$ cat config.mk
export PLATFORM = sky130hd
export DESIGN_NAME = dips_control
export DESIGN_NICKNAME = d
export VERILOG_FILES = /design/src/core/dips_pkg.sv /design/src/core/dips_control.sv
export SDC_FILE = /design/constraint.sdc
export NUM_CORES = 1
export LEC_CHECK = 0
export ABC_AREA = 1
export BUFFER_PORTS_ARGS = -buffer_cell sky130_fd_sc_hd__buf_2
export CORE_MARGIN = 2
export CORE_UTILIZATION = 45
export DETAILED_ROUTE_END_ITERATION = 10
export GPL_TIMING_DRIVEN = 0
export PLACE_DENSITY = 0.75
export SLEW_MARGIN = 5
export SYNTH_ARGS = -nofsm -noshare
export SYNTH_HDL_FRONTEND = slang
export SYNTH_SLANG_ARGS = --single-unit
$ cat constraint.sdc
create_clock -name aclk -period 2.2 [get_ports aclk]
set_input_delay 0.55 -clock aclk [delete_from_list [all_inputs] [get_ports aclk]]
set_output_delay 0.55 -clock aclk [all_outputs]
set_load 0.03 [all_outputs]
$ cat src/core/dips_pkg.sv
package dips_pkg;

  // Clock and switching timing
  localparam int unsigned CLK_HZ = 40_000_000;
  localparam int unsigned SWITCH_HZ = 1_200_000;
  localparam int unsigned SWITCH_PERIOD_CYCLES = CLK_HZ / SWITCH_HZ;
  localparam int unsigned MIN_LOW_NS = 100;
  localparam int unsigned MIN_LOW_CYCLES = (MIN_LOW_NS * (CLK_HZ / 1_000_000) + 999) / 1000;
  localparam int unsigned FILTER_US = 250;
  localparam int unsigned FILTER_CYCLES = FILTER_US * (CLK_HZ / 1_000_000);
  localparam int unsigned SUSPEND_OSC_CYCLES = 6;
  localparam int unsigned DEAD_CYCLES = 1;

  // AXI4-Lite register map
  localparam logic [7:0] CTRL_ADDR = 8'h00;
  localparam logic [7:0] DUTY_ADDR = 8'h04;
  localparam logic [7:0] STATUS_ADDR = 8'h08;
  localparam logic [7:0] INPUT_ADDR = 8'h0c;

  // Control register fields
  localparam int unsigned CTRL_BUCK_BIT = 0;
  localparam int unsigned CTRL_DEMAND_BIT = 1;
  localparam int unsigned CTRL_HEAVY_BIT = 2;
  localparam logic [31:0] CTRL_RESET = 32'h0000_0001;
  localparam logic [7:0] DUTY_RESET = 8'h10;

  localparam logic [1:0] RESP_OKAY = 2'b00;
  localparam logic [1:0] RESP_SLVERR = 2'b10;

  typedef enum logic [1:0] {
    DIPS_SRC_NONE,
    DIPS_SRC_ONE,
    DIPS_SRC_TWO
  } dips_src_type;

endpackage

$ cat src/core/dips_control.sv
`timescale 1ns/100ps
// Function
// Select high: run from the higher valid input.
// Select low: input one whenever its valid is asserted.
// Priority mode: input one invalid, input two valid, use input two.
// Highest mode: only one valid input, use that one.
// Neither input valid: stop all switching, deliver nothing.
// Higher-input decision is a single comparator bit with hysteresis.
// Decision change during PWM: all switches off six oscillator cycles.
// Higher-input decision filtered by a 250 us time constant.
// No operation until driver supply is above its threshold.
// Input valid needs supply good, input above undervoltage, run enable high.
// Open-drain good flags pull low while input valid, also when skipping.
// Input one selected: pump one and switch one active, path two off.
// Input two selected: pump two and switch two active, path one off.
// Mode high or heavy load: fixed PWM at 1.2 MHz.
// PWM: both switch nodes toggle every cycle.
// Buck: output high switch on except 100 ns low, low switch then.
// Buck: duty modulated on input high and input low switches.
// Boost: input high switch on except 100 ns low, input low then.
// Boost: duty modulated on output low and output high switches.
// Skip mode moves to PWM automatically when load rises. The code moves only when software sets CTRL_HEAVY_BIT.
// Skip mode switches only when regulation needs it, else idle.
// Mode low selects automatic skipping, mode high forced PWM.
// Both input paths never enabled together, even at changeover.
// Break-before-make on each switch node.
module dips_control
  import dips_pkg::*;
#(
  parameter int unsigned FILTER_LEN = dips_pkg::FILTER_CYCLES,
  parameter int unsigned PERIOD = dips_pkg::SWITCH_PERIOD_CYCLES
)
(
  input wire logic aclk,
  input wire logic aresetn,
  input wire logic source_select,
  input wire logic mode_pwm,
  input wire logic driver_supply_ok,
  input wire logic input1_above_uvlo,
  input wire logic input2_above_uvlo,
  input wire logic input1_run_enable,
  input wire logic input2_run_enable,
  input wire logic input1_higher,
  input wire logic [31:0] s_axi_awaddr,
  input wire logic s_axi_awvalid,
  output logic s_axi_awready,
  input wire logic [31:0] s_axi_wdata,
  input wire logic [3:0] s_axi_wstrb,
  input wire logic s_axi_wvalid,
  output logic s_axi_wready,
  output logic [1:0] s_axi_bresp,
  output logic s_axi_bvalid,
  input wire logic s_axi_bready,
  input wire logic [31:0] s_axi_araddr,
  input wire logic s_axi_arvalid,
  output logic s_axi_arready,
  output logic [31:0] s_axi_rdata,
  output logic [1:0] s_axi_rresp,
  output logic s_axi_rvalid,
  input wire logic s_axi_rready,
  output logic input1_good_flag_n_o,
  output logic input1_good_flag_n_oe,
  output logic input2_good_flag_n_o,
  output logic input2_good_flag_n_oe,
  output logic path1_charge_pump,
  output logic path2_charge_pump,
  output logic input1_high_switch,
  output logic input2_high_switch,
  output logic input_low_switch,
  output logic output_high_switch,
  output logic output_low_switch
);
  import dips_pkg::*;

  // Eight-bit phase counter needs room for two minimum low intervals
  if (PERIOD < 2 * MIN_LOW_CYCLES + 4 || PERIOD > 255 || FILTER_LEN < 1)
  begin
    $error("dips_control: unsupported period or filter length");
  end

  // ==========================================================
  // Input qualification
  logic input1_valid;
  logic input2_valid;
  logic v1_q;
  logic v2_q;
  assign input1_valid = driver_supply_ok & input1_above_uvlo & input1_run_enable;
  assign input2_valid = driver_supply_ok & input2_above_uvlo & input2_run_enable;

  always_ff @(posedge aclk)
  begin
    if (!aresetn)
    begin
      v1_q <= 1'b0;
      v2_q <= 1'b0;
    end
    else
    begin
      v1_q <= input1_valid;
      v2_q <= input2_valid;
    end
  end

  // Flags pull low regardless of switching mode
  always_ff @(posedge aclk)
  begin
    if (!aresetn)
    begin
      input1_good_flag_n_oe <= 1'b0;
      input2_good_flag_n_oe <= 1'b0;
      input1_good_flag_n_o <= 1'b0;
      input2_good_flag_n_o <= 1'b0;
    end
    else
    begin
      input1_good_flag_n_oe <= input1_valid;
      input2_good_flag_n_oe <= input2_valid;
      input1_good_flag_n_o <= 1'b0;
      input2_good_flag_n_o <= 1'b0;
    end
  end

  // ==========================================================
  // Higher-input filter
  // Comparator already has hysteresis; filter adds time so sources do not chatter
  logic higher_filt_q;
  logic [31:0] filt_cnt_q;
  always_ff @(posedge aclk)
  begin
    if (!aresetn)
    begin
      higher_filt_q <= 1'b1;
      filt_cnt_q <= 32'h0000_0000;
    end
    else if (input1_higher == higher_filt_q)
    begin
      filt_cnt_q <= 32'h0000_0000;
    end
    else if (filt_cnt_q >= 32'(FILTER_LEN - 1))
    begin
      higher_filt_q <= input1_higher;
      filt_cnt_q <= 32'h0000_0000;
    end
    else
    begin
      filt_cnt_q <= filt_cnt_q + 32'h0000_0001;
    end
  end

  // ==========================================================
  // Source decode
  dips_src_type src_d;
  dips_src_type src_q;
  always_comb
  begin
    src_d = DIPS_SRC_NONE;
    if (v1_q && !(source_select && v2_q && !higher_filt_q))
    begin
      src_d = DIPS_SRC_ONE;
    end
    else if (v2_q)
    begin
      src_d = DIPS_SRC_TWO;
    end
  end

  // ==========================================================
  // Registers
  logic [31:0] ctrl_q;
  logic [7:0] duty_q;
  logic pwm_active;
  assign pwm_active = mode_pwm | ctrl_q[CTRL_HEAVY_BIT];

  // ==========================================================
  // Oscillator and suspension
  logic [7:0] phase_q;
  logic cycle_start;
  logic [2:0] suspend_q;
  assign cycle_start = (phase_q == 8'h00);

  always_ff @(posedge aclk)
  begin
    if (!aresetn)
    begin
      phase_q <= 8'h00;
    end
    else if (phase_q == 8'(PERIOD - 1))
    begin
      phase_q <= 8'h00;
    end
    else
    begin
      phase_q <= phase_q + 8'h01;
    end
  end

  // Changeover in PWM: suspend for six oscillator periods, old path drops first
  always_ff @(posedge aclk)
  begin
    if (!aresetn)
    begin
      src_q <= DIPS_SRC_NONE;
      suspend_q <= 3'h0;
    end
    else if (src_d != src_q)
    begin
      src_q <= src_d;
      if (pwm_active && src_q != DIPS_SRC_NONE && src_d != DIPS_SRC_NONE)
      begin
        // Partial first period does not count towards the six
        suspend_q <= 3'(SUSPEND_OSC_CYCLES + 1);
      end
    end
    else if (cycle_start && suspend_q != 3'h0)
    begin
      suspend_q <= suspend_q - 3'h1;
    end
  end

  // ==========================================================
  // Switch timing
  logic run;
  logic burst_ok;
  logic [7:0] duty_eff;
  logic [7:0] hi_end;
  logic [7:0] min_end;
  logic a_on;
  logic b_on;
  logic c_on;
  logic d_on;
  logic buck;
  assign buck = ctrl_q[CTRL_BUCK_BIT];
  assign burst_ok = pwm_active | ctrl_q[CTRL_DEMAND_BIT];
  assign run = (src_q != DIPS_SRC_NONE) && (suspend_q == 3'h0) && burst_ok;
  assign min_end = 8'(PERIOD - MIN_LOW_CYCLES);
  assign duty_eff = (duty_q > min_end - 8'(DEAD_CYCLES)) ? min_end - 8'(DEAD_CYCLES) :
    ((duty_q < 8'(DEAD_CYCLES + 1)) ? 8'(DEAD_CYCLES + 1) : duty_q);
  assign hi_end = buck ? duty_eff : min_end;

  // Dead cycle between high and low on each node
  always_comb
  begin
    a_on = run && phase_q < hi_end;
    b_on = run && phase_q >= hi_end + 8'(DEAD_CYCLES) && phase_q < 8'(PERIOD - DEAD_CYCLES);
    if (buck)
    begin
      d_on = run && phase_q < min_end;
      c_on = run && phase_q >= min_end + 8'(DEAD_CYCLES) && phase_q < 8'(PERIOD - DEAD_CYCLES);
    end
    else
    begin
      c_on = run && phase_q < duty_eff;
      d_on = run && phase_q >= duty_eff + 8'(DEAD_CYCLES) && phase_q < 8'(PERIOD - DEAD_CYCLES);
    end
  end

  always_ff @(posedge aclk)
  begin
    if (!aresetn)
    begin
      path1_charge_pump <= 1'b0;
      path2_charge_pump <= 1'b0;
      input1_high_switch <= 1'b0;
      input2_high_switch <= 1'b0;
      input_low_switch <= 1'b0;
      output_high_switch <= 1'b0;
      output_low_switch <= 1'b0;
    end
    else
    begin
      // Pumps need src_q and src_d to agree so both can never be high together
      path1_charge_pump <= (src_q == DIPS_SRC_ONE) && (src_d == DIPS_SRC_ONE);
      path2_charge_pump <= (src_q == DIPS_SRC_TWO) && (src_d == DIPS_SRC_TWO);
      input1_high_switch <= a_on && src_q == DIPS_SRC_ONE && src_d == DIPS_SRC_ONE;
      input2_high_switch <= a_on && src_q == DIPS_SRC_TWO && src_d == DIPS_SRC_TWO;
      input_low_switch <= b_on;
      output_high_switch <= d_on;
      output_low_switch <= c_on;
    end
  end

  // ==========================================================
  // AXI4-Lite slave
  logic [7:0] aw_addr_q;
  logic [31:0] w_data_q;
  logic [3:0] w_strb_q;
  logic do_write;
  // Ready low means the word is held and not yet consumed
  assign do_write = !s_axi_awready && !s_axi_wready && !s_axi_bvalid;

  always_ff @(posedge aclk)
  begin
    if (!aresetn)
    begin
      s_axi_awready <= 1'b1;
      s_axi_wready <= 1'b1;
      aw_addr_q <= 8'h00;
      w_data_q <= 32'h0000_0000;
      w_strb_q <= 4'h0;
    end
    else
    begin
      if (s_axi_awvalid && s_axi_awready)
      begin
        s_axi_awready <= 1'b0;
        aw_addr_q <= s_axi_awaddr[7:0];
      end
      else if (do_write)
      begin
        s_axi_awready <= 1'b1;
      end
      if (s_axi_wvalid && s_axi_wready)
      begin
        s_axi_wready <= 1'b0;
        w_data_q <= s_axi_wdata;
        w_strb_q <= s_axi_wstrb;
      end
      else if (do_write)
      begin
        s_axi_wready <= 1'b1;
      end
    end
  end

  always_ff @(posedge aclk)
  begin
    if (!aresetn)
    begin
      ctrl_q <= CTRL_RESET;
      duty_q <= DUTY_RESET;
      s_axi_bvalid <= 1'b0;
      s_axi_bresp <= RESP_OKAY;
    end
    else if (do_write)
    begin
      s_axi_bvalid <= 1'b1;
      s_axi_bresp <= RESP_OKAY;
      if (aw_addr_q == CTRL_ADDR && w_strb_q[0])
      begin
        ctrl_q <= {29'h0, w_data_q[2:0]};
      end
      else if (aw_addr_q == DUTY_ADDR && w_strb_q[0])
      begin
        duty_q <= w_data_q[7:0];
      end
      else if (aw_addr_q != CTRL_ADDR && aw_addr_q != DUTY_ADDR)
      begin
        s_axi_bresp <= RESP_SLVERR;
      end
    end
    else if (s_axi_bvalid && s_axi_bready)
    begin
      s_axi_bvalid <= 1'b0;
    end
  end

  always_ff @(posedge aclk)
  begin
    if (!aresetn)
    begin
      s_axi_arready <= 1'b0;
      s_axi_rvalid <= 1'b0;
      s_axi_rdata <= 32'h0000_0000;
      s_axi_rresp <= RESP_OKAY;
    end
    else if (s_axi_rvalid)
    begin
      s_axi_arready <= 1'b0;
      if (s_axi_rready)
      begin
        s_axi_rvalid <= 1'b0;
      end
    end
    else if (s_axi_arvalid && !s_axi_arready)
    begin
      s_axi_arready <= 1'b1;
    end
    else if (s_axi_arvalid && s_axi_arready)
    begin
      s_axi_arready <= 1'b0;
      s_axi_rvalid <= 1'b1;
      s_axi_rresp <= RESP_OKAY;
      case (s_axi_araddr[7:0])
        CTRL_ADDR: s_axi_rdata <= ctrl_q;
        DUTY_ADDR: s_axi_rdata <= {24'h0, duty_q};
        STATUS_ADDR: s_axi_rdata <= {24'h0, run, suspend_q, 2'(src_q), v2_q, v1_q};
        INPUT_ADDR: s_axi_rdata <= {27'h0, higher_filt_q, input1_higher, mode_pwm,
          source_select, driver_supply_ok};
        default:
        begin
          s_axi_rdata <= 32'h0000_0000;
          s_axi_rresp <= RESP_SLVERR;
        end
      endcase
    end
  end

endmodule

* Yosys cells after proc, flatten, opt, wreduce, memory -nomap -nowiden
Cells that the tools add are included.
** Word-level totals
- Register bits :: 124
- Input port bits :: 115
- Output and inout bits :: 52
- Logic and storage cells :: 153
** Operators by class
- Add/sub/neg operators :: 5
- $lt $le $gt $ge :: 10
- Eq/ne operators :: 13
- Mux-type cells :: 26
- Bitwise logic cells :: 11
- Reductions and logical operators :: 61
** Operators by type and width (count)
- $logic_and 1x1->1 :: 33
- $add 32x1->32 const B :: 1
- $ge 32x14->1 const B :: 1
- $pmux 8 s4 :: 1
- $add 8x1->8 const B :: 3
- $logic_not 8->1 :: 3
- $mux 8 :: 3
- $eq 8x3->1 const B :: 2
- $eq 8x4->1 const B :: 2
- $ge 8x8->1 :: 2
- $lt 8x8->1 :: 2
- $reduce_bool 2->1 :: 7
- $mux 1 :: 13
- $mux 2 :: 6
- $mux 3 :: 3
- $eq 8x6->1 const B :: 1
- $ge 8x5->1 const B :: 1
- $gt 8x5->1 const B :: 1
- $lt 8x2->1 const B :: 1
- $lt 8x5->1 const B :: 1
- $lt 8x6->1 const B :: 1
- $ne 8x3->1 const B :: 1
- $reduce_bool 8->1 :: 1
- $logic_not 1->1 :: 6
- other kinds (16) :: 30

* Longest topological paths before layout
Gate-level depths: netlist (run 1).
- Depth after elaboration :: 9
- Gate-level depth with buffers :: 19
- Depth with buffers taken out :: 19

* Least setup slack after synthesis (run 1)
No wires, ideal clock.
- Kind :: register to register
- Start point :: reg duty_q[6]
- End point :: reg input_low_switch
- Setup time :: 56 ps
- Data arrival time :: 2043 ps
- Required time :: 2144 ps
- Setup slack :: 101 ps
- Stages on the path, launching flop included :: 16
- Buffers on the path :: 0
- Period minus slack after synthesis :: 2099 ps
- Cell sequence :: dfxtp_1 nor2_1 nand3_1 nor2_1 o21ai_0 nor2_1 ha_1 nand3_1 xor2_1 ha_1 nand2_1 nor2_1 nand2_1 o2111ai_1 nand2_1 inv_1
** On the way
- Cells in the longest elaborated chain, start to end :: 8
- Elaborated cells between the ends (all ways) :: 9
- Those cells by class :: 1 x add/sub; 3 x order compare; 3 x mux; 2 x reduce/logical
** Ends and longest elaborated chain
- start: declaration :: RTL line dips_control.sv:170 : logic [7:0] duty_q;
- start signal: assignment :: RTL line dips_control.sv:344 : duty_q <= w_data_q[7:0];
- $lt 8x2->1 :: RTL line dips_control.sv:237 : ((duty_q < 8'(DEAD_CYCLES + 1)) ? 8'(DEAD_CYCLES + 1) : duty_q);
- $mux 8 :: RTL line dips_control.sv:237
- $mux 8 (*) :: RTL line dips_control.sv:236 : assign duty_eff = (duty_q > min_end - 8'(DEAD_CYCLES)) ? min_end - 8'(DEAD_CYCLES) :
- $mux 8 (*) :: RTL line dips_control.sv:238 : assign hi_end = buck ? duty_eff : min_end;
- $add 8x1->8 (*) :: RTL line dips_control.sv:244 : b_on = run && phase_q >= hi_end + 8'(DEAD_CYCLES) && phase_q < 8'(PERIOD - DEAD_CYCLES);
- $ge 8x8->1 (*) :: RTL line dips_control.sv:244
- $logic_and 1x1->1 (*) (2 in a row) :: RTL line dips_control.sv:244
- end signal: assignment :: RTL line dips_control.sv:276 : input_low_switch <= b_on;
- end: declaration :: RTL line dips_control.sv:69 : output logic input_low_switch,
Every way passes the cells marked *; elsewhere a longest branch is shown, timed or not.
A chain may end at the register's enable or synchronous reset.

* Final worst setup path (run 1)
- Start point :: reg duty_q[6]
- End point :: reg output_high_switch
** On the way
- Cells in the longest elaborated chain, start to end :: 8
- Elaborated cells between the ends (all ways) :: 9
- Those cells by class :: 1 x add/sub; 3 x order compare; 3 x mux; 2 x reduce/logical
** Ends and longest elaborated chain
- $lt 8x2->1 :: RTL line dips_control.sv:237
- $mux 8 :: RTL line dips_control.sv:237
- $mux 8 (*) :: RTL line dips_control.sv:236
- $add 8x1->8 (*) :: RTL line dips_control.sv:253 : d_on = run && phase_q >= duty_eff + 8'(DEAD_CYCLES) && phase_q < 8'(PERIOD - DEAD_CYCLES);
- $ge 8x8->1 (*) :: RTL line dips_control.sv:253
- $logic_and 1x1->1 (*) (2 in a row) :: RTL line dips_control.sv:253
- $mux 1 (*) :: RTL line dips_control.sv:245 : if (buck)
- end signal: assignment :: RTL line dips_control.sv:277 : output_high_switch <= d_on;
- end: declaration :: RTL line dips_control.sv:70 : output logic output_high_switch,
Marks and branches as above.

==> results of run 1 <==
==> worst max-delay path, delay by kind of cell, from the launching register on <==
family                     cells  cell delay, ns
xor gates and xnor gates       1            0.16
and+or+nand+nor               11            0.93
adders and majority gates      2            0.44
buffers and inverters          2            0.11
DFF                            1            0.38
AOI/OAI and AO/OA              1            0.15
==> power by group <==
group,switching [mW],internal (mW)
logic,0.376,0.232
clock network,0.718,0.821
registers,0.0691,1.85
==> layout make-up <==
| cell class | instances | area share, % |
|---|---|---|
| multi-input cells | 509 | 46.1 |
| flip-flops and latches | 98 | 31.3 |
| repair buffers | 70 | 5.87 |
| inverters | 80 | 4.86 |
| plain buffers | 39 | 4.37 |
| clock buffers | 10 | 3.78 |
| well taps | 140 | 2.77 |
| clock inverters | 6 | 0.949 |
==> repair_timing <==
item / in CTS / in global routing
gates resized for setup: 29 / 26
setup buffers: 6 / 1
endpoints found under the setup margin: 4 / 4
pin swaps: 13 / 15
==> registers in the layout, summed over array words and instances (netlist names), 2 cells and up <==
name         flops
w_data_q         8
s_axi_rdata      8
src_q            2
ctrl_q           3
duty_q           8
phase_q          8
filt_cnt_q      32
suspend_q        3
aw_addr_q        8
==> cells by family after synthesis <==
kind of cell	after synthesis	share of synthesized area, %
XOR/XNOR	14	2.40
buffers and inverters	120	11.4
other	2	0.147
AO/OA/AOI/OAI	100	10.4
flip-flops	98	38.4
AND/OR/NAND/NOR	299	28.0
adder cells (fa/ha/maj)	38	9.31
==> final timing paths <==
path                  from  cells past startpoint                 end
min reg2reg  filt_cnt_q[0]                      1       filt_cnt_q[0]
max              duty_q[6]                     17  output_high_switch
min           s_axi_bready                      2        s_axi_bvalid
max reg2reg      duty_q[6]                     17  output_high_switch
==> stage by stage <==
step | area (sq um) | cells | utilization (%)
finish | 6330 | 952 | 57.9
global route | 6330 | 952 | 57.9
CTS | 6230 | 951 | 57.0
detailed placement | 5810 | 930 | 53.1
global placement | 5810 | 930 | 53.1
floorplan | 5320 | 727 | -
==> cells in the final DEF (no fill, tap or decap), drive strengths merged <==
cell / synthesis / final
nand2: 114 / 114
buf: 35 / 105
dfxtp: 98 / 98
nor2: 92 / 92
inv: 78 / 80
conb: 2 / 58
nand3: 58 / 58
a21oi: 51 / 51
o21ai: 39 / 39
ha: 38 / 38
nand4: 16 / 16
clkbuf: 5 / 14
nor3: 12 / 12
xor2: 8 / 8
xnor2: 6 / 6
clkinv: 2 / 6
o2111ai: 3 / 3
nand3b: 2 / 2
o211ai: 2 / 2
o31ai: 2 / 2
and3: 2 / 2
nor3b: 1 / 1
o21bai: 1 / 1
a21o: 1 / 1
a211oi: 1 / 1
nor4: 1 / 1
or2: 1 / 1
==> metal layers <==
metal  GRT usage [%]  vias to the layer above  part of all wire [%]
met2            31.0                      116                    48
met1            22.3                     2031                    46
li1                -                     2387                     -
met5               0                        -                     0
met4            5.58                        0                   1.5
met3            3.68                       19                   4.7
==> key figures, run 1 <==
Status
  • Status: complete, but fails checks
  • Failing checks: setup timing

Timing
  • Max transition margin: 59.1%
  • Final setup skew: 0.00642 ns
  • Upper clock frequency limit: 0.446 GHz
  • RSZ-0062 raised after global routing: true
  • Final Max Slew Viols: 0
  • Actual slew at the worst max-slew pin: 0.610 ns
  • Worst hold margin: 0.393 ns
  • # setup viols final: 2
  • Tcrit/Tclk final: 102%
  • Setup TNS: -0.0791 ns
  • Final min period: 2.24 ns
  • Final setup margin: -0.0409 ns
  • Final Hold Viols: 0

Clocking
  • Clk slew on worst S/H paths: 0.07 ns
  • CTS Hold Bufs: 0
  • H-tree depth: 3
  • Clk Latency, worst-skew pair: 0.35 ns
  • CTS Sinks: 98
  • CTS buffer count: 9
  • CTS tree: yes
  • Clock root buffer: clkbuf_16
  • Clk buf depth: 2

Final layout
  • N_diodes: 0
  • Fill cells: 1020
  • Multi-input gate area: 2920 sq um
  • Layout cells sized above 1: 23.5%
  • Storage element area: 1980 sq um
  • Final nets: 960
  • Synth-to-layout area growth: 23.9%

Floorplan
  • Starting density of the core: 46.7%
  • # IOs: 167
  • Core area: 10900 sq um
  • Die footprint: 12200 sq um
  • Die height: 111 microns
  • Die X: 111 microns
  • Row count: 38

Setup path
  • CP max stage delay: 0.38 ns
  • Flop2flop setup slack: -0.04 ns
  • Worst EP arrival: 2.51 ns
  • Worst path cell trace: nor2_4 > nand3_2 > nor2_4 > nor2_2 > nand2_4 > inv_4 > ha_4 > xor2_1 > ha_1 > nand2_1 > inv_1 > nand2_1 > nand2_1 > nand2_1 > nand3_1 > nand4_1 > a21oi_2
  • Crit-path max FO: 4
  • CP Launch Type: register
  • CP endpoint kind: register
  • Cell mode on critical path: nand2_1
  • CP max-delay cell: dfxtp_4
  • WS Path Type: reg -> reg
  • Critical Path RT: 2.47 ns

Placement
  • Routability cong.: 0.867
  • PortBufs: 63
  • Pre-CTS setup slack: -0.276 ns
  • Final HPWL DP: 8310 microns

Power and ir drop
  • Worst VDD drop: 0.000524 V
  • PD cells: 644 nW/um^2
  • Total power: 4.07 mW
  • Leak Pwr: 3.02 nW

Global route
  • First-pass GRT wire length: 18200 microns
  • Pin count of the biggest net entering global routing: 19
  • Initial antenna violation count: 0
  • Grt total ovfl: 0
  • Total GRT Usage: 17.9%
  • Vias in the first global route: 4096

Synthesis
  • Commonest cells post-synth: nand2_1, dfxtp_1, nor2_1
  • Sequential fraction of the synthesis area: 38.4%
  • Mapped Cells: 671
  • Mapped Avg Cell Area: 7.61 sq um
  • Yosys top cell area share: 38.4%
  • Dominant cell type by area after synthesis: dfxtp_1
  • Mapped cell area: 5100 sq um
  • Count leader, synth: nand2_1
  • FFs w/ async S/R, synth: 0%
  • Predominant post-synthesis flop cell: dfxtp_1
  • Synth top area cells: dfxtp_1, ha_1, nand2_1
  • Synthesized flop and latch total: 98
  • Post-synth EDFFs: 0
  • Distinct cells, synth: 42
  • Synth Warn #: 0

Route
  • DR DRC count: 0
  • Post-DRT Antenna Nets: 0
  • DR iter-0 viols: 227
  • Drt pass-1 iters: 5
  • Vias: 4553
  • Vias/cell: 4.78
  • Routed WL: 11200 microns
  • Wirelength per Cell: 11.8 microns

Worst hold path
  • Hold Crit Class: in -> reg

Run
  • Max Cap Violations: 0
Note: power is estimated with default switching activity, not from simulation.
==> run 2: changes to the inputs <==
Settings changed: CAP_MARGIN from default to 20.
Clock period 2.2 ns to 1.8 ns, I/O delays scaled along.
==> run 2 against run 1 <==
Against the previous run:
- the run still ends with setup timing left
- die area did not move
- setup slack got worse by 0.43 ns
- wire length rose by 2.3%
- register-to-register slack got worse by 0.43 ns
- design area rose by 1.4%
- sequential power rose by 22%
- critical endpoint is now input_low_switch
- largest power group unchanged
==> key figures, run 2 (same netlist as run 1, synthesis figures left out) <==
Timing
  • RSZ-0062 raised after global routing: true
  • Tcrit/Tclk final: 126% (+24 points)
  • Final Hold Viols: 0 (unchanged)
  • Final setup margin: -0.469 ns (-0.428 ns)
  • Final min period: 2.27 ns (+0.0278 ns)
  • Final Max Slew Viols: 0 (unchanged)
  • Upper clock frequency limit: 0.441 GHz (-1.2%)
  • Max transition margin: 58.5% (-0.52 points)
  • # setup viols final: 5 (+3)
  • Actual slew at the worst max-slew pin: 0.618 ns (+0.00769 ns)
  • Final setup skew: 0.00593 ns (-0.000484 ns)
  • Worst hold margin: 0.293 ns (-0.100 ns)

Route
  • DR iter-0 viols: 250 (+10%)
  • DR DRC count: 0 (unchanged)
  • Vias/cell: 4.85 (+1.4%)
  • Vias: 4634 (+1.8%)
  • Post-DRT Antenna Nets: 0 (unchanged)
  • Wirelength per Cell: 12.0 microns (+1.8%)
  • Drt pass-1 iters: 5 (unchanged)
  • Routed WL: 11500 microns (+2.3%)

Setup path
  • FF-to-FF Start: duty_q[6]
  • Worst EP arrival: 2.51 ns (about the same)
  • Critical path buffer and inverter count: 2 (unchanged)
  • CP max stage delay: 0.38 ns (about the same)
  • Critical Path RT: 2.04 ns (-0.43 ns)
  • CP max-delay cell: dfxtp_4
  • Critical Path Source: duty_q[6]
  • Flop2flop setup slack: -0.47 ns (-0.43 ns)
  • CP Depth: 14 (-3)
  • CP endpoint kind: register
  • Reg2reg end: input_low_switch
  • Worst path cell trace: nor3_4 > nand2_2 > inv_4 > nand2_4 > o21ai_0 > nand2_2 > nor2_2 > ha_1 > a21oi_1 > o21ai_1 > nand2_1 > o2111ai_2 > nand2_1 > inv_1
  • CP endpoint: input_low_switch
  • R2R depth: 14 (-3)
  • WS Path Type: reg -> reg
  • Crit-path max FO: 4 (unchanged)
  • CP Launch Type: register
  • Crit-path leading delay family: simple AND/OR/NAND/NOR gates

Power and ir drop
  • Worst VDD drop: 0.000780 V (+49%)
  • Clock share of power: 37.3% (-0.5 points)
  • Sw Ratio: 28.2% (-0.36 points)
  • Leak Pwr: 3.03 nW (+0.18%)
  • P_sw: 1.40 mW (+20%)
  • Reg power frac: 47.6% (+0.4 points)
  • PD cells: 771 nW/um^2 (+20%)
  • Comb pwr share: 15.1% (about the same)
  • Internal power: 3.55 mW (+22%)

Clocking
  • CTS tree: yes
  • CTS Sinks: 98 (unchanged)
  • CTS buffer count: 9 (unchanged)
  • Clk slew on worst S/H paths: 0.07 ns (about the same)
  • H-tree depth: 3 (unchanged)
  • Clk buf depth: 2 (unchanged)
  • Clock root buffer: clkbuf_16
  • Clk Latency, worst-skew pair: 0.35 ns (about the same)
  • CTS Hold Bufs: 0 (unchanged)

Final layout
  • Largest Register: filt_cnt_q
  • Most common cell after layout, fill and taps aside: nand2_1
  • Synth-to-layout area growth: 25.6%
  • Storage element area: 1980 sq um (unchanged)
  • Design Area, Final: 6410 sq um (+1.4%)
  • N_diodes: 0 (unchanged)
  • Fill cells: 999 (-2.1%)
  • Layout cells sized above 1: 26.0% (+2.5 points)
  • Final nets: 964 (+0.42%)
  • Multi-input gate area: 2980 sq um (+2.3%)
  • Most frequent cells in the layout: nand2_1, dfxtp_1, nor2_1, buf_2, inv_1
  • Max FFs per register: 32 (unchanged)

Status
  • Status: complete, but fails checks
  • Failing checks: setup timing

Global route
  • Total GRT Usage: 18.4% (+0.50 points)
  • Pin count of the biggest net entering global routing: 18 (-1)
  • First-pass GRT wire length: 18700 microns (+2.8%)
  • Initial antenna violation count: 0 (unchanged)
  • Vias in the first global route: 4195 (+2.4%)
  • Grt total ovfl: 0 (unchanged)

Floorplan
  • Row count: 38 (unchanged)
  • # IOs: 167 (unchanged)
  • Core area: 10900 sq um (unchanged)
  • Starting density of the core: 46.7% (unchanged)
  • Die footprint: 12200 sq um (unchanged)
  • Die height: 111 microns (unchanged)
  • Die X: 111 microns (unchanged)

Placement
  • Pre-CTS setup slack: -0.554 ns (-0.278 ns)
  • Final HPWL DP: 8200 microns (-1.3%)
  • Post-DP Area: 5840 sq um (+0.52%)
  • Routability cong.: 0.867 (about the same)
  • PortBufs: 63 (unchanged)

Worst hold path
  • Hold Crit Class: in -> reg

Run
  • Max Cap Violations: 0 (unchanged)
-- run 2: cell count changes in the layout (fill, tap and decap cells not counted), sizes merged --
cell,change
buf,+4
inv,+1
clkinv,-3
clkinvlp,+2
-- run 2: power by group through the flow --
stage / logic, mW / clock network [mW] / registers (mW)
finish: 0.745 / 1.84 / 2.35
global route: 0.846 / 1.98 / 2.37
CTS: 0.720 / 1.89 / 2.35
detailed placement: 0.711 / 0 / 2.40
global placement: 0.702 / 0 / 2.40
floorplan: 0.540 / 0 / 2.41
-- run 2: cell type report --
type                            count  share of cell area, %
Multi-Input combinational cell    509                   46.5
Sequential cell                    98                   30.9
Timing Repair Buffer               74                   6.32
Inverter                           80                   4.76
Buffer                             39                   4.31
Clock buffer                       10                   3.73
Tap cell                          140                   2.73
Clock inverter                      6                  0.761
-- run 2: per-layer routing --
metal	vias up	track usage, %	part of all wire, %
met4	0	6.75	2.7
met2	134	31.7	48
met3	29	4.06	6.1
met1	2078	22.5	43
li1	2393	-	-
met5	-	0	0
-- run 2: repair_timing --
action                     CTS  global route
resized for setup           26            37
setup endpoints to repair    5             6
pin swaps                   10            33
setup buffers                5             7
-- run 2: how the worst min path moves through the flow --
stage                  start       endpoint  slack [ns]  cells after the start
6_report        s_axi_bready   s_axi_bvalid        0.29                      2
5_1_grt         s_axi_bready   s_axi_bvalid        0.29                      2
4_1_cts         s_axi_bready   s_axi_bvalid        0.29                      2
3_5_place_dp   filt_cnt_q[0]  filt_cnt_q[0]        0.43                      1
3_3_place_gp   filt_cnt_q[0]  filt_cnt_q[0]        0.43                      1
2_1_floorplan  filt_cnt_q[0]  filt_cnt_q[0]        0.41                      1
-- run 2: per-stage QoR --
step	std cells	setup TNS, ns	total power [mW]	utilization [%]
2_1_floorplan	727	-0.682	2.95	-
3_3_place_gp	930	-1.98	3.10	53.4
3_5_place_dp	930	-2.09	3.11	53.4
4_1_cts	950	-1.41	4.96	57.0
5_1_grt	956	-2.24	5.19	58.6
6_report	956	-1.65	4.94	58.6
==> run 3: changes to the inputs <==
Settings changed: CORE_UTILIZATION 45 to 46, PLACE_DENSITY 0.75 to 0.77.
==> run 3 against run 2 <==
Against the previous run:
- the flow still finishes with violations (setup timing)
- count of clock-buffer cells in the layout is 1 higher
- highest routed layer unchanged
- setup slack lost 0.015 ns
- register-to-register slack got worse by 0.02 ns
- die area fell by 2.1%
- wire length is 4.3% lower
- sequential power about the same
- cell count fell by 0.21%
- global-route usage grew 0.26 points
- critical path type unchanged
- combinational power down 1%
- design area fell by 2.3%
- critical path depth rose by 1
- maximum frequency is 0.66% lower
==> key figures, run 3 (same netlist as run 1, synthesis figures left out) <==
Status
  • Status: complete, but fails checks
  • Failing checks: setup timing

Placement
  • Pre-CTS setup slack: -0.601 ns (-0.0467 ns)
  • Routability cong.: 0.862 (-0.55%)
  • Final HPWL DP: 8070 microns (-1.5%)
  • PortBufs: 63 (unchanged)

Timing
  • Final min period: 2.28 ns (+0.0152 ns)
  • Upper clock frequency limit: 0.438 GHz (-0.66%)
  • # setup viols final: 5 (unchanged)
  • Final Max Slew Viols: 0 (unchanged)
  • Final Hold Viols: 0 (unchanged)
  • Final setup margin: -0.484 ns (-0.0152 ns)
  • Tcrit/Tclk final: 127% (+0.84 points)
  • Setup TNS: -1.63 ns (+0.0221 ns)
  • RSZ-0062 raised after global routing: true
  • Final setup skew: 0.00469 ns (-0.00124 ns)
  • Max transition margin: 57.7% (-0.81 points)
  • Actual slew at the worst max-slew pin: 0.630 ns (+0.0120 ns)

Global route
  • Initial antenna violation count: 0 (unchanged)
  • Total GRT Usage: 18.6% (+0.26 points)
  • Grt total ovfl: 0 (unchanged)
  • Vias in the first global route: 4010 (-4.4%)
  • Pin count of the biggest net entering global routing: 17 (-1)
  • First-pass GRT wire length: 17600 microns (-6.1%)

Clocking
  • H-tree depth: 3 (unchanged)
  • CTS Sinks: 98 (unchanged)
  • CTS buffer count: 9 (unchanged)
  • Clock root buffer: clkbuf_8
  • Clk slew on worst S/H paths: 0.09 ns (+0.02 ns)
  • Clk Latency, worst-skew pair: 0.37 ns (+0.02 ns)
  • Clk buf depth: 2 (unchanged)
  • CTS Hold Bufs: 0 (unchanged)
  • CTS tree: yes

Power and ir drop
  • Leak Pwr: 3.00 nW (-0.85%)
  • PD cells: 742 nW/um^2 (-3.7%)
  • Worst VDD drop: 0.000647 V (-17%)

Final layout
  • Layout cells sized above 1: 23.7% (-2.3 points)
  • N_diodes: 0 (unchanged)
  • Most common cell after layout, fill and taps aside: nand2_1
  • Final nets: 962 (-0.21%)
  • Largest Register: filt_cnt_q
  • Storage element area: 1990 sq um (+0.19%)
  • Synth-to-layout area growth: 22.8%
  • Max FFs per register: 32 (unchanged)
  • Multi-input gate area: 2920 sq um (-1.9%)
  • Most frequent cells in the layout: nand2_1, dfxtp_1, nor2_1, inv_1, buf_2
  • Fill cells: 1034 (+3.5%)

Floorplan
  • Die height: 109 microns (-1.1%)
  • Starting density of the core: 47.1% (+0.41 points)
  • Die footprint: 12000 sq um (-2.1%)
  • # IOs: 167 (unchanged)
  • Die X: 109 microns (-1.1%)
  • Core area: 10800 sq um (-0.87%)
  • Row count: 38 (unchanged)

Setup path
  • CP max-delay cell: dfxtp_4
  • CP Launch Type: register
  • Crit-path max FO: 4 (unchanged)
  • Worst path cell trace: nor2_4 > nand3_2 > nor2_4 > o21ai_4 > inv_2 > ha_4 > nand2_4 > xor2_2 > ha_1 > nand2_1 > nor2_2 > nand4_1 > nand3_1 > nand4_1 > a21oi_2
  • CP max stage delay: 0.38 ns (about the same)
  • Crit-path leading delay family: simple AND/OR/NAND/NOR gates
  • CP endpoint kind: register
  • Worst EP arrival: 2.59 ns (+0.08 ns)
  • WS Path Type: reg -> reg
  • Critical Path RT: 2.11 ns (+0.07 ns)
  • Critical path buffer and inverter count: 1 (-1)

Route
  • Post-DRT Antenna Nets: 0 (unchanged)
  • Routed WL: 11000 microns (-4.3%)
  • DR iter-0 viols: 185 (-26%)
  • Wirelength per Cell: 11.5 microns (-4.1%)
  • DR DRC count: 0 (unchanged)
  • Vias/cell: 4.71 (-2.9%)
  • Drt pass-1 iters: 5 (unchanged)
  • Vias: 4489 (-3.1%)

Run
  • Max Cap Violations: 0 (unchanged)

Worst hold path
  • Hold Crit Class: in -> reg
run 3: cell count changes in the layout (fill, tap and decap cells not counted), moves of 3 or more:
cell | before | now
nand2_2 | 13 | 10
ha_1 | 31 | 34
inv_2 | 16 | 11
clkbuf_16 | 9 | 0
clkbuf_8 | 1 | 9
nand2_1 | 98 | 101
inv_1 | 60 | 65
run 3: final timing paths:
kind	from	to	slack, ns	depth (start not counted)
worst max-delay path	duty_q[6]	output_high_switch	-0.48	15
worst min-delay path	s_axi_bready	s_axi_bvalid	0.25	2
worst max register to register	duty_q[6]	output_high_switch	-0.48	15
worst min register to register	filt_cnt_q[0]	filt_cnt_q[0]	0.45	1
run 3: worst register-to-register path: stages, from the launching register on:
cell and delay (ns):
dfxtp_4 0.38, nor2_4 0.10, nand3_2 0.10, nor2_4 0.20
o21ai_4 0.08, inv_2 0.07, ha_4 0.15, nand2_4 0.05
xor2_2 0.14, ha_1 0.28, nand2_1 0.06, nor2_2 0.15
nand4_1 0.12, nand3_1 0.08, nand4_1 0.10, a21oi_2 0.17
run 3: repair_timing:
item,CTS,global route
resized for setup,24,22
buffers inserted,5,4
setup endpoints to repair,5,7
pin swaps,14,15
run 3: routing by layer:
metal	vias to the layer above	part of all wire, %	track usage, %
li1	2393	-	-
met1	1984	45	23.9
met2	100	48	31.3
met3	12	5.1	4.92
met4	0	1.4	4.61
met5	-	0	0
run 3: area by class of cell:
cell class,count,area share (%)
plain buffers,39,4.41
clock buffers,11,2.10
clock inverters,5,1.38
inverters,80,4.87
multi-input cells,509,46.7
flip-flops and latches,98,31.7
well taps,140,2.79
repair buffers,72,6.11
run 3: where the power goes:
group | leakage [nW] | internal [mW] | switching (mW) | total (mW)
clock | 0.109 | 0.797 | 0.774 | 1.57
combinational | 2.09 | 0.283 | 0.452 | 0.735
sequential | 0.807 | 2.26 | 0.0822 | 2.35
run 3: metrics by stage:
step | total power, mW | std cells | util (%) | hold slack [ns] | cell area (sq um)
finish | 4.65 | 954 | 57.8 | 0.253 | 6270
global route | 4.91 | 954 | 57.8 | 0.234 | 6270
CTS | 4.67 | 950 | 56.9 | 0.241 | 6170
detailed placement | 3.12 | 930 | 53.8 | 0.434 | 5840
global placement | 3.10 | 930 | 53.8 | 0.425 | 5840
floorplan | 2.95 | 727 | - | 0.411 | 5350
